**src/design/ukirq_pkg.sv**
```systemverilog
package ukirq_pkg;
  localparam logic [15:0] UKIRQ_TIMER_FLAGS_ADDR = 16'h0038;
  localparam logic [15:0] UKIRQ_ENABLE_ADDR = 16'h1ff3;
  localparam logic [15:0] UKIRQ_ACK_ADDR = 16'h1ff5;
  localparam logic [15:0] UKIRQ_MASK_ADDR = 16'h1ff6;
  localparam logic [15:0] UKIRQ_STATUS_ADDR = 16'h1ff7;
  localparam logic [15:0] UKIRQ_SUSRES_ADDR = 16'h1ffa;
  localparam logic [15:0] UKIRQ_SUSRES_EN_ADDR = 16'h1ff9;
  localparam logic [15:0] UKIRQ_SLEEP_CTRL_ADDR = 16'h1ff0;
  localparam logic [15:0] UKIRQ_CORE_CTRL_ADDR = 16'h1ff1;
  localparam int UKIRQ_TOV_BIT = 1;
  localparam int UKIRQ_SLEEP_ALLOW_BIT = 5;
  localparam int UKIRQ_SLEEP_DEPTH_BIT = 4;
  localparam logic [7:0] UKIRQ_USB_IMPL = 8'hcf;
  localparam logic [7:0] UKIRQ_SUSRES_IMPL = 8'h07;
  localparam logic [7:0] UKIRQ_RESET_VAL = 8'h00;
  localparam int UKIRQ_ENTRY_CYCLES = 4;
  localparam int UKIRQ_RETURN_CYCLES = 4;
  localparam int UKIRQ_JUMP_CYCLES = 3;
  localparam int UKIRQ_EOF_LEAD_CLOCKS = 10;

  typedef enum logic [2:0] {
    UKIRQ_RUN = 3'b000,
    UKIRQ_ENTRY = 3'b001,
    UKIRQ_JUMP = 3'b011,
    UKIRQ_RETURN = 3'b010,
    UKIRQ_AFTER_RET = 3'b110
  } ukirq_state_t;

  // endpoint status-register events from the usb engine
  typedef struct packed {
    logic rx_out_set;
    logic tx_ready_clr_complete_set;
    logic rx_setup_set;
    logic tx_complete_set;
  } ukirq_ep_evt_t;

  typedef struct packed {
    logic [15:0] pc;
    logic [15:0] sp;
  } ukirq_ctx_t;
endpackage

```
**src/design/ukirq_top.sv**
```systemverilog
// Implementation choice: the AHB-Lite register port.
`timescale 1ns/1ps
module ukirq_top
  import ukirq_pkg::*;
#(
  parameter int FRAME_CLOCKS = 12000
)(
  input wire logic hclk, // core clock
  input wire logic hresetn, // async reset, active low
  input wire logic hsel, // slave select
  input wire logic [31:0] haddr, // byte address
  input wire logic [1:0] htrans, // transfer type
  input wire logic hwrite, // write
  input wire logic [2:0] hsize, // size
  input wire logic [31:0] hwdata, // write data
  input wire logic hready, // bus ready
  output logic [31:0] hrdata, // read data
  output logic hreadyout, // slave ready
  output logic hresp, // always okay
  input wire logic timer_overflow, // timer wrap pulse
  input wire logic sof_valid, // valid frame start pulse
  input wire logic [10:0] sof_frame_num, // decoded frame number
  input wire ukirq_ep_evt_t hub_ep0_evt, // hub endpoint 0 events
  input wire ukirq_ep_evt_t [2:0] func_ep_evt, // function endpoint events
  input wire logic function_wakeup_request, // remote wakeup pulse
  input wire logic global_suspend_event, // suspend pulse
  input wire logic resume_event, // resume pulse
  input wire logic [7:0] key_rows_n, // key matrix rows, low pressed
  input wire logic in_suspend, // device suspended
  input wire logic instr_boundary, // core at instruction boundary
  input wire logic sleep_instr, // sleep instruction executing
  input wire logic [15:0] pc_in, // next pc of running code
  output logic [15:0] frame_number, // stored frame number
  output logic usb_irq_req, // combined usb request
  output logic susres_irq_req, // suspend/resume request
  output logic vector_taken, // pulse when vector reached
  output logic in_irq_seq, // core stalled for entry/return
  output logic [15:0] stack_ptr, // stack pointer
  output logic sleep_power_down, // core asleep
  output logic global_irq_enable // core flags register bit 7
);
  initial
  begin
    if (FRAME_CLOCKS <= UKIRQ_EOF_LEAD_CLOCKS || FRAME_CLOCKS > 65535)
      $error("FRAME_CLOCKS out of range");
  end

  logic [7:0] key_s1_ff, key_s2_ff;
  logic tov_ff, timer_ie_ff, gie_ff;
  logic [7:0] usb_stat_ff, usb_en_ff, usb_mask_ff;
  logic [7:0] sr_stat_ff, sr_en_ff, sr_mask_ff;
  logic [7:0] sleep_ctrl_ff;
  logic [15:0] frame_ff, frame_cnt_ff, sp_ff, ret_pc_ff;
  logic sleep_ff;
  ukirq_state_t state_ff;
  logic [2:0] cnt_ff;
  logic wr_pend_ff;
  logic [15:0] addr_ff;
  logic [31:0] rdata_ff;
  logic [7:0] wdat;
  logic wr_tov, wr_timer_ie, wr_ack, wr_mask, wr_en, wr_sr, wr_sr_en, wr_sleep, wr_core;
  logic [7:0] usb_set, sr_set;
  logic key_hit, eof_hit, timer_req, take_irq;
  logic [7:0] rd_val;

  // key rows into the core domain pass two flops first
  always_ff @(posedge hclk or negedge hresetn)
  begin
    if (!hresetn)
    begin
      key_s1_ff <= 8'hff;
      key_s2_ff <= 8'hff;
    end
    else
    begin
      key_s1_ff <= key_rows_n;
      key_s2_ff <= key_s1_ff;
    end
  end

  // bus: address phase captured, zero-wait write/read next cycle
  always_ff @(posedge hclk or negedge hresetn)
  begin
    if (!hresetn)
    begin
      wr_pend_ff <= 1'b0;
      addr_ff <= 16'h0000;
    end
    else if (hready)
    begin
      wr_pend_ff <= hsel && htrans[1] && hwrite;
      addr_ff <= haddr[17:2];
    end
  end

  assign hreadyout = 1'b1;
  assign hresp = 1'b0;
  assign wdat = hwdata[7:0];
  assign wr_tov = wr_pend_ff && addr_ff == UKIRQ_TIMER_FLAGS_ADDR;
  assign wr_timer_ie = wr_pend_ff && addr_ff == UKIRQ_CORE_CTRL_ADDR;
  assign wr_ack = wr_pend_ff && addr_ff == UKIRQ_ACK_ADDR;
  assign wr_mask = wr_pend_ff && addr_ff == UKIRQ_MASK_ADDR;
  assign wr_en = wr_pend_ff && addr_ff == UKIRQ_ENABLE_ADDR;
  assign wr_sr = wr_pend_ff && addr_ff == UKIRQ_SUSRES_ADDR;
  assign wr_sr_en = wr_pend_ff && addr_ff == UKIRQ_SUSRES_EN_ADDR;
  assign wr_sleep = wr_pend_ff && addr_ff == UKIRQ_SLEEP_CTRL_ADDR;
  assign wr_core = wr_timer_ie;

  // timer interrupt enable
  // enable sits at the flag's bit position, so one constant serves both
  always_ff @(posedge hclk or negedge hresetn)
  begin
    if (!hresetn)
      timer_ie_ff <= 1'b0;
    else if (wr_timer_ie)
      timer_ie_ff <= wdat[UKIRQ_TOV_BIT];
  end

  // index registers: byte address is four times the printed offset
  always_comb
  begin
    case (haddr[17:2])
      UKIRQ_TIMER_FLAGS_ADDR: rd_val = {6'h00, tov_ff, 1'b0};
      UKIRQ_CORE_CTRL_ADDR: rd_val = {gie_ff, 5'h00, timer_ie_ff, 1'b0};
      UKIRQ_ENABLE_ADDR: rd_val = usb_en_ff;
      UKIRQ_MASK_ADDR: rd_val = usb_mask_ff;
      UKIRQ_STATUS_ADDR: rd_val = usb_stat_ff;
      UKIRQ_SUSRES_ADDR: rd_val = sr_stat_ff;
      UKIRQ_SUSRES_EN_ADDR: rd_val = {sr_mask_ff[3:0], sr_en_ff[3:0]};
      UKIRQ_SLEEP_CTRL_ADDR: rd_val = sleep_ctrl_ff;
      default: rd_val = 8'h00;
    endcase
  end

  always_ff @(posedge hclk or negedge hresetn)
  begin
    if (!hresetn)
      rdata_ff <= 32'h00000000;
    else if (hready && hsel && htrans[1] && !hwrite)
      rdata_ff <= {24'h000000, rd_val};
  end
  assign hrdata = rdata_ff;

  function automatic logic ep_fire(input ukirq_ep_evt_t e);
    ep_fire = |e;
  endfunction

  always_ff @(posedge hclk or negedge hresetn)
  begin
    if (!hresetn)
      frame_cnt_ff <= 16'h0000;
    else if (sof_valid)
      frame_cnt_ff <= 16'h0001;
    else if (frame_cnt_ff == 16'(FRAME_CLOCKS - 1))
      frame_cnt_ff <= 16'h0000;
    else
      frame_cnt_ff <= frame_cnt_ff + 16'h0001;
  end
  assign eof_hit = frame_cnt_ff == 16'(FRAME_CLOCKS - UKIRQ_EOF_LEAD_CLOCKS);

  always_ff @(posedge hclk or negedge hresetn)
  begin
    if (!hresetn)
      frame_ff <= 16'h0000;
    else if (sof_valid)
      frame_ff <= {5'h00, sof_frame_num};
  end
  assign frame_number = frame_ff;

  always_comb
  begin
    usb_set = 8'h00;
    usb_set[7] = sof_valid;
    usb_set[6] = eof_hit;
    usb_set[3] = ep_fire(hub_ep0_evt);
    usb_set[2] = ep_fire(func_ep_evt[2]);
    usb_set[1] = ep_fire(func_ep_evt[1]);
    usb_set[0] = ep_fire(func_ep_evt[0]);
  end

  // acknowledge clears; set wins over clear
  always_ff @(posedge hclk or negedge hresetn)
  begin
    if (!hresetn)
      usb_stat_ff <= UKIRQ_RESET_VAL;
    else
      usb_stat_ff <= ((usb_stat_ff & ~(wr_ack ? wdat : 8'h00)) | usb_set) & UKIRQ_USB_IMPL;
  end

  always_ff @(posedge hclk or negedge hresetn)
  begin
    if (!hresetn)
    begin
      usb_en_ff <= UKIRQ_RESET_VAL;
      usb_mask_ff <= UKIRQ_RESET_VAL;
    end
    else
    begin
      if (wr_en)
        usb_en_ff <= wdat & UKIRQ_USB_IMPL;
      if (wr_mask)
        usb_mask_ff <= wdat & UKIRQ_USB_IMPL;
    end
  end

  assign usb_irq_req = |(usb_stat_ff & usb_en_ff & ~usb_mask_ff);

  assign key_hit = in_suspend && (key_s2_ff != 8'hff);

  always_comb
  begin
    sr_set = 8'h00;
    sr_set[2] = function_wakeup_request;
    sr_set[1] = resume_event || key_hit;
    sr_set[0] = global_suspend_event;
  end

  // written zero clears, one keeps; set wins
  always_ff @(posedge hclk or negedge hresetn)
  begin
    if (!hresetn)
      sr_stat_ff <= UKIRQ_RESET_VAL;
    else
      sr_stat_ff <= ((sr_stat_ff & (wr_sr ? wdat : 8'hff)) | sr_set) & UKIRQ_SUSRES_IMPL;
  end

  // mask here: one makes the event visible
  always_ff @(posedge hclk or negedge hresetn)
  begin
    if (!hresetn)
    begin
      sr_en_ff <= UKIRQ_RESET_VAL;
      sr_mask_ff <= UKIRQ_RESET_VAL;
    end
    else if (wr_sr_en)
    begin
      sr_en_ff <= {4'h0, wdat[3:0]} & UKIRQ_SUSRES_IMPL;
      sr_mask_ff <= {4'h0, wdat[7:4]} & UKIRQ_SUSRES_IMPL;
    end
  end
  assign susres_irq_req = |(sr_stat_ff & sr_en_ff & sr_mask_ff);

  assign timer_req = gie_ff && timer_ie_ff && tov_ff;
  // not in the instruction right after return
  assign take_irq = timer_req && instr_boundary && state_ff == UKIRQ_RUN && !sleep_ff;

  // overflow sets; one clears; taking the interrupt clears
  always_ff @(posedge hclk or negedge hresetn)
  begin
    if (!hresetn)
      tov_ff <= 1'b0;
    else if (timer_overflow)
      tov_ff <= 1'b1;
    else if ((wr_tov && wdat[UKIRQ_TOV_BIT]) || take_irq)
      tov_ff <= 1'b0;
  end

  // core state: entry, jump, return sequencing
  always_ff @(posedge hclk or negedge hresetn)
  begin
    if (!hresetn)
    begin
      state_ff <= UKIRQ_RUN;
      cnt_ff <= 3'h0;
      sp_ff <= 16'h0000;
      ret_pc_ff <= 16'h0000;
      gie_ff <= 1'b0;
    end
    else
    begin
      case (state_ff)
        UKIRQ_RUN:
        begin
          if (take_irq)
          begin
            state_ff <= UKIRQ_ENTRY;
            cnt_ff <= 3'(UKIRQ_ENTRY_CYCLES - 1);
            ret_pc_ff <= pc_in;
            sp_ff <= sp_ff - 16'h0002;
            gie_ff <= 1'b0;
          end
          else if (wr_core)
            gie_ff <= wdat[7];
        end
        UKIRQ_ENTRY:
        begin
          cnt_ff <= cnt_ff - 3'h1;
          if (cnt_ff == 3'h1)
          begin
            state_ff <= UKIRQ_JUMP;
            cnt_ff <= 3'(UKIRQ_JUMP_CYCLES);
          end
        end
        UKIRQ_JUMP:
        begin
          cnt_ff <= cnt_ff - 3'h1;
          if (cnt_ff == 3'h1)
          begin
            // return: pop pc, sp+2, enable on
            state_ff <= UKIRQ_RETURN;
            cnt_ff <= 3'(UKIRQ_RETURN_CYCLES);
          end
        end
        UKIRQ_RETURN:
        begin
          cnt_ff <= cnt_ff - 3'h1;
          if (cnt_ff == 3'h1)
          begin
            state_ff <= UKIRQ_AFTER_RET;
            sp_ff <= sp_ff + 16'h0002;
            gie_ff <= 1'b1;
          end
        end
        UKIRQ_AFTER_RET:
        begin
          if (instr_boundary)
            state_ff <= UKIRQ_RUN;
        end
        default: state_ff <= UKIRQ_RUN;
      endcase
    end
  end

  assign vector_taken = state_ff == UKIRQ_ENTRY && cnt_ff == 3'h1;
  assign in_irq_seq = state_ff != UKIRQ_RUN && state_ff != UKIRQ_AFTER_RET;
  assign stack_ptr = sp_ff;
  assign global_irq_enable = gie_ff;

  // sleep control register
  always_ff @(posedge hclk or negedge hresetn)
  begin
    if (!hresetn)
      sleep_ctrl_ff <= UKIRQ_RESET_VAL;
    else if (wr_sleep)
      sleep_ctrl_ff <= wdat & 8'h30;
  end

  // sleep needs allow bit; only power-down honoured
  always_ff @(posedge hclk or negedge hresetn)
  begin
    if (!hresetn)
      sleep_ff <= 1'b0;
    else if (key_hit || usb_irq_req || susres_irq_req)
      sleep_ff <= 1'b0;
    else if (sleep_instr && sleep_ctrl_ff[UKIRQ_SLEEP_ALLOW_BIT]
             && sleep_ctrl_ff[UKIRQ_SLEEP_DEPTH_BIT])
      sleep_ff <= 1'b1;
  end
  assign sleep_power_down = sleep_ff;
endmodule

```
**config.mk**
```make
export PLATFORM = sky130hd
export DESIGN_NAME = ukirq_top
export DESIGN_NICKNAME = d
export VERILOG_FILES = /design/src/design/ukirq_pkg.sv /design/src/design/ukirq_top.sv
export SDC_FILE = /design/constraint.sdc
export NUM_CORES = 1
export LEC_CHECK = 0
export BUFFER_PORTS_ARGS = -buffer_cell sky130_fd_sc_hd__buf_2
export CAP_MARGIN = 20
export CORE_ASPECT_RATIO = 0.5
export CORE_MARGIN = 1.5
export CORE_UTILIZATION = 30
export DETAILED_ROUTE_END_ITERATION = 10
export GPL_ROUTABILITY_DRIVEN = 0
export PLACE_DENSITY_LB_ADDON = 0.15
export SYNTH_ARGS = -nofsm -noshare
export SYNTH_HDL_FRONTEND = slang
export SYNTH_SLANG_ARGS = --single-unit
```
**constraint.sdc**
```tcl
create_clock -name hclk -period 5.25 [get_ports hclk]
set_input_delay 1.05 -clock hclk [delete_from_list [all_inputs] [get_ports hclk]]
set_output_delay 1.05 -clock hclk [all_outputs]
set_load 0.02 [all_outputs]
```
* Word level (Yosys, flattened, before mapping)
Index checks and enable logic that the tools add are counted.
Cells by class: add/subtract/negate cells 4, equality and inequality tests 31, multiplexer cells 26, bitwise operators 10, reductions and logical operators 46
Operator list (count):
- 16-bit by 13-bit == test with 1-bit output, second input constant | 14
- 16-bit 2-to-1 mux | 4
- 8-bit one-hot mux with 8 select lines | 1
- 16-bit by 14-bit == test with 1-bit output, second input constant | 2
- 16-bit by 6-bit == test with 1-bit output, second input constant | 2
- 16-bit one-hot mux with 2 select lines | 1
- 3-bit 2-to-1 mux | 9
- 8-bit AND | 3
- 1-bit logical AND | 24
- 16-bit by 1-bit adder with 16-bit output, second input constant | 1
- 16-bit by 2-bit adder with 16-bit output, second input constant | 1
- 8-bit NOT | 2
- 4-bit OR reduction | 4
- 8-bit OR reduction | 2
- 16-bit by 2-bit subtractor with 16-bit output, second input constant | 1
- 3-bit one-hot mux with 5 select lines | 1
- 3-bit one-hot mux with 4 select lines | 1
- 2-bit != test, second input constant | 5
- 3-bit AND | 3
- 8-bit 2-to-1 mux | 1
- 8-bit != test, second input constant | 1
- 8-bit bitwise OR | 1
- 1-bit 2-to-1 mux | 7
- 3-bit by 1-bit == test with 1-bit output, second input constant | 2
- other kinds (15) | 24
Storage, ports and cells: register bits 123, input bits 133, output and inout port bits 72, word-level logic and storage cells 138

* Longest topological paths before layout
depth in word-level cells 8, mapped depth 10

* Worst setup path before layout
No wires, ideal clock.
kind register to register, start reg state_ff[2], end reg sp_ff[15] (netlist: stack_ptr[15]), setup time 0.129 ns, arrival time 3.084 ns, required time 5.121 ns, path slack 2.038 ns, cell stages (with the launch flop) 10, buffers on the path 0, cell sequence dfrtp_1 -> nor2_2 -> nand2_1 -> ha_1 -> a21o_1 -> a2111oi_2 -> nor3_1 -> a21boi_0 -> or4_1 -> a2111o_1
On the way: cells in the longest elaborated chain, start to end 5, elaborated cells between the ends (all ways) 9
Ends and longest elaborated chain:
- from (decl) | line ukirq_top.sv:55 | ukirq_state_t state_ff;
- from (signal assigned) | line ukirq_top.sv:263 | state_ff <= UKIRQ_RUN;
- from (signal assigned) | line ukirq_top.sv:276 | state_ff <= UKIRQ_ENTRY;
- from (signal assigned) | line ukirq_top.sv:290 | state_ff <= UKIRQ_JUMP;
- 3-bit logical NOT | line ukirq_top.sv:245, ukirq_top.sv:271
- 1-bit logical AND (2 in series) | line ukirq_top.sv:245 | assign take_irq = timer_req && instr_boundary && state_ff == UKIRQ_RUN && !sleep_ff;
- 2-bit != test (no line)
- 3-bit AND reduction (no line)
- to (signal assigned) | line ukirq_top.sv:279 | sp_ff <= sp_ff - 16'h0002;
- to (signal assigned) | line ukirq_top.sv:310 | sp_ff <= sp_ff + 16'h0002;
- to (decl) | line ukirq_top.sv:53 | logic [15:0] frame_ff, frame_cnt_ff, sp_ff, ret_pc_ff;
Several ways; a longest one is shown, not always the timed one. A chain may end at the register's enable or synchronous reset.

* Worst setup path in the final report
Ends and elaborated chain as after synthesis.

==> key figures <==
Cells and area
  – Final net count: 880
  – Commonest non-fill, non-tap cell in the layout: buf_2
  – Share of cells above drive strength 1: 30.73%
  – Core Util, Final: 36.98%
  – Layout filler cell count: 2096
  – N_diodes: 0
  – Most frequent cells in the layout: buf_2, dfrtp_1, nand2_1, mux2_2, nor2_1
  – Post-route cell area: 7670 µm²
  – Area delta synth->final: 19.80%

Floorplan
  – Starting Density: 30.87%
  – Die Span Y: 106.3 µm
  – Die area: 22280 µm²
  – Die width: 209.6 µm
  – Rows: 37
  – IO Pins: 205
  – Core area: 20740 µm²

Clock network
  – Root Buffer: clkbuf_16
  – CTS max path bufs: 2
  – Clock Sinks: 122
  – CTS Hold Bufs: 0
  – H-tree depth: 4
  – CTS Buf Count: 17
  – Setup bufs post-CTS: 0
  – Post-cts sizing count: 0
  – Worst-Skew Late Latency: 0.43 ns
  – Worst-path clk slew: 0.06 ns
  – CTS tree: yes

Global routing
  – Total overflow reported by the global router: 0
  – Pin count of the biggest net entering global routing: 64
  – Vias in the first global route: 4819
  – First-pass GRT wire length: 25500 µm
  – Gr usage total: 14.74%
  – Initial antenna violation count: 0

Hold path
  – Hold path startpoint: key_s1_ff[5]
  – Worst hold path depth: 0
  – Hold crit path type: flop to flop

Routing
  – Avg WL per Cell: 15.07 µm
  – TritonRoute pass-1 iters: 4
  – Post-DR vias/cell: 4.794
  – Vias: 4866
  – Post-Route WL: 15290 µm
  – Initial drt markers: 260
  – Detail Route Antenna Nets: 0
  – Detailed-route DRC error count: 0

Synth
  – Post-synthesis sequential area ratio: 48.00%
  – Mapped Area: 6402 µm²
  – Area leader, netlist: dfrtp_1
  – Top_reg_cell synth: dfrtp_1
  – Mapped Avg Cell Area: 10.36 µm²
  – EDFF count, synth: 0
  – Synth Instances: 618
  – Yosys warning count: 0
  – Synth unique cells: 66
  – Share of the synthesized area in the top cell type: 41.43%
  – Flops & latches, synth: 122
  – Top post-synthesis cells by area: dfrtp_1, mux2_2, dfstp_2
  – Async SR Flop Fraction: 100.0%

Setup path
  – Crit path from: state_ff[2]
  – CP max FO: 17
  – WP data arrival: 4.19 ns
  – FF-to-FF path depth: 9
  – Crit start category: flop
  – Crit Path Category: flop to flop
  – Req. time, crit path: 5.56 ns
  – R2r startpoint: state_ff[2]
  – CP Capture Type: flop

Placed design
  – Placed cell areas: 7114 µm²
  – Port Buffers: 112
  – Detail Placement HPWL: 11170 µm

STA
  – Crit share post-route: 74.05%
  – Unrepaired setup endpoints after global routing: false
  – Final hold violation count: 0
  – Setup violations, final: 0
  – Clock skew: 0.01112 ns
  – Setup TNS: 0 ns
  – Worst Tran Pin Value: 1.068 ns
  – Minimum clock period: 3.888 ns
  – Pins Over Slew Limit: 0
  – Worst Hold Slack: 0.3507 ns
  – Max-slew headroom: 28.62%
  – Maximum clock frequency: 0.2572 GHz

Pwr
  – VDD IR-drop max: 0.1819 mV
  – Power per cell area: 454.6 nW/µm²
  – Leakage Power: 3.456 nW

Run
  – Max-cap violations: 0

Outcome
  – Outcome: completed
==> metrics by stage <==
step | power (mW) | cells | worst slack (ns)
2_1_floorplan | 2.118 | 648 | 2.038
3_3_place_gp | 2.382 | 983 | 1.363
3_5_place_dp | 2.403 | 983 | 1.329
4_1_cts | 3.536 | 1015 | 1.321
5_1_grt | 3.756 | 1015 | 1.062
6_report | 3.487 | 1015 | 1.362
==> routing by layer <==
| layer | vias up | part of all wire (%) | global-route usage [%] | wire, µm |
|---|---|---|---|---|
| li1 | 2393 | - | - | - |
| met5 | - | 0 | 0 | 0 |
| met4 | 0 | 1.4 | 4.625 | 215 |
| met2 | 110 | 46 | 23.02 | 7033 |
| met1 | 2344 | 48 | 19.63 | 7387 |
| met3 | 19 | 4.3 | 4.402 | 656 |
==> critical path, stage by stage (launching register included) <==
cell       delay (ns)
dfrtp_1          0.53
nor2_2           0.39
nand2_1          0.50
ha_1             0.55
a21o_1           0.24
a2111oi_2        0.35
nor3_1           0.15
a21boi_0         0.14
or4_1            0.52
a2111o_1         0.39
==> power breakdown <==
part           internal, mW  switching, mW  leakage (nW)  total, mW
clock network         0.652          0.457         0.270       1.11
registers              1.05          0.107          1.48       1.16
logic                 0.508          0.714          1.71       1.22
total                  2.21           1.28          3.46       3.49
==> cells in the mapped netlist (all sizes together), types with 3 or more instances <==
cell,n
mux2,49
and3,7
ha,17
clkbuf,17
nor3,13
xor2,10
nor2b,3
o21a,3
dfrtp,106
inv,16
and3b,3
or2,6
nand3b,7
a22oi,4
a22o,4
o31ai,4
a31oi,3
nand2b,6
nand3,20
buf,36
nand2,64
a21oi,24
nand4,10
and2,5
a211oi,5
a21o,8
xnor2,17
or4,5
o21ai,34
nand4b,4
dfstp,16
nor2,39
nor4,10
nor4b,7
nor3b,3
==> path summary, 6_finish.rpt <==
kind	endpoint	slack, ns
max in group asynchronous	stack_ptr[11]	3.52
min	key_s2_ff[5]	0.35
min reg2reg	key_s2_ff[5]	0.35
min in group asynchronous	frame_number[6]	0.71
max reg2reg	stack_ptr[15]	1.36
max	stack_ptr[15]	1.36
==> layout make-up <==
class / instances / area (µm²) / share of cell area [%]
clock buffers: 18 / 429.2 / 5.595
inverters: 16 / 60.06 / 0.7830
multi-input cells: 457 / 3054 / 39.82
flip-flops and latches: 122 / 3073 / 40.07
repair buffers: 115 / 585.6 / 7.635
clock inverters: 14 / 126.4 / 1.648
well taps: 273 / 341.6 / 4.454
==> registers in the layout, indices dropped and copies added, names as in the netlist <==
| signal | count |
|---|---|
| sr_stat_ff | 3 |
| key_s1_ff | 8 |
| sr_mask_ff | 3 |
| tov_ff | 1 |
| state_ff | 3 |
| frame_number | 11 |
| hrdata | 8 |
| usb_mask_ff | 6 |
| sleep_power_down | 1 |
| key_s2_ff | 8 |
| cnt_ff | 3 |
| usb_en_ff | 6 |
| frame_cnt_ff | 16 |
| sr_en_ff | 3 |
| usb_stat_ff | 6 |
| sleep_ctrl_ff | 2 |
| wr_pend_ff | 1 |
| global_irq_enable | 1 |
| timer_ie_ff | 1 |
| addr_ff | 16 |
| stack_ptr | 15 |
==> cell families after synthesis <==
logic type,share of synthesized area (%)
AOI/OAI and AO/OA,11.69
and+or+nand+nor,17.88
adders and majority gates,3.635
muxes,8.775
xor gates and xnor gates,3.693
other,0.1173
buffers and inverters,6.215
DFF,48.00
(Power assumes the default switching activity.)
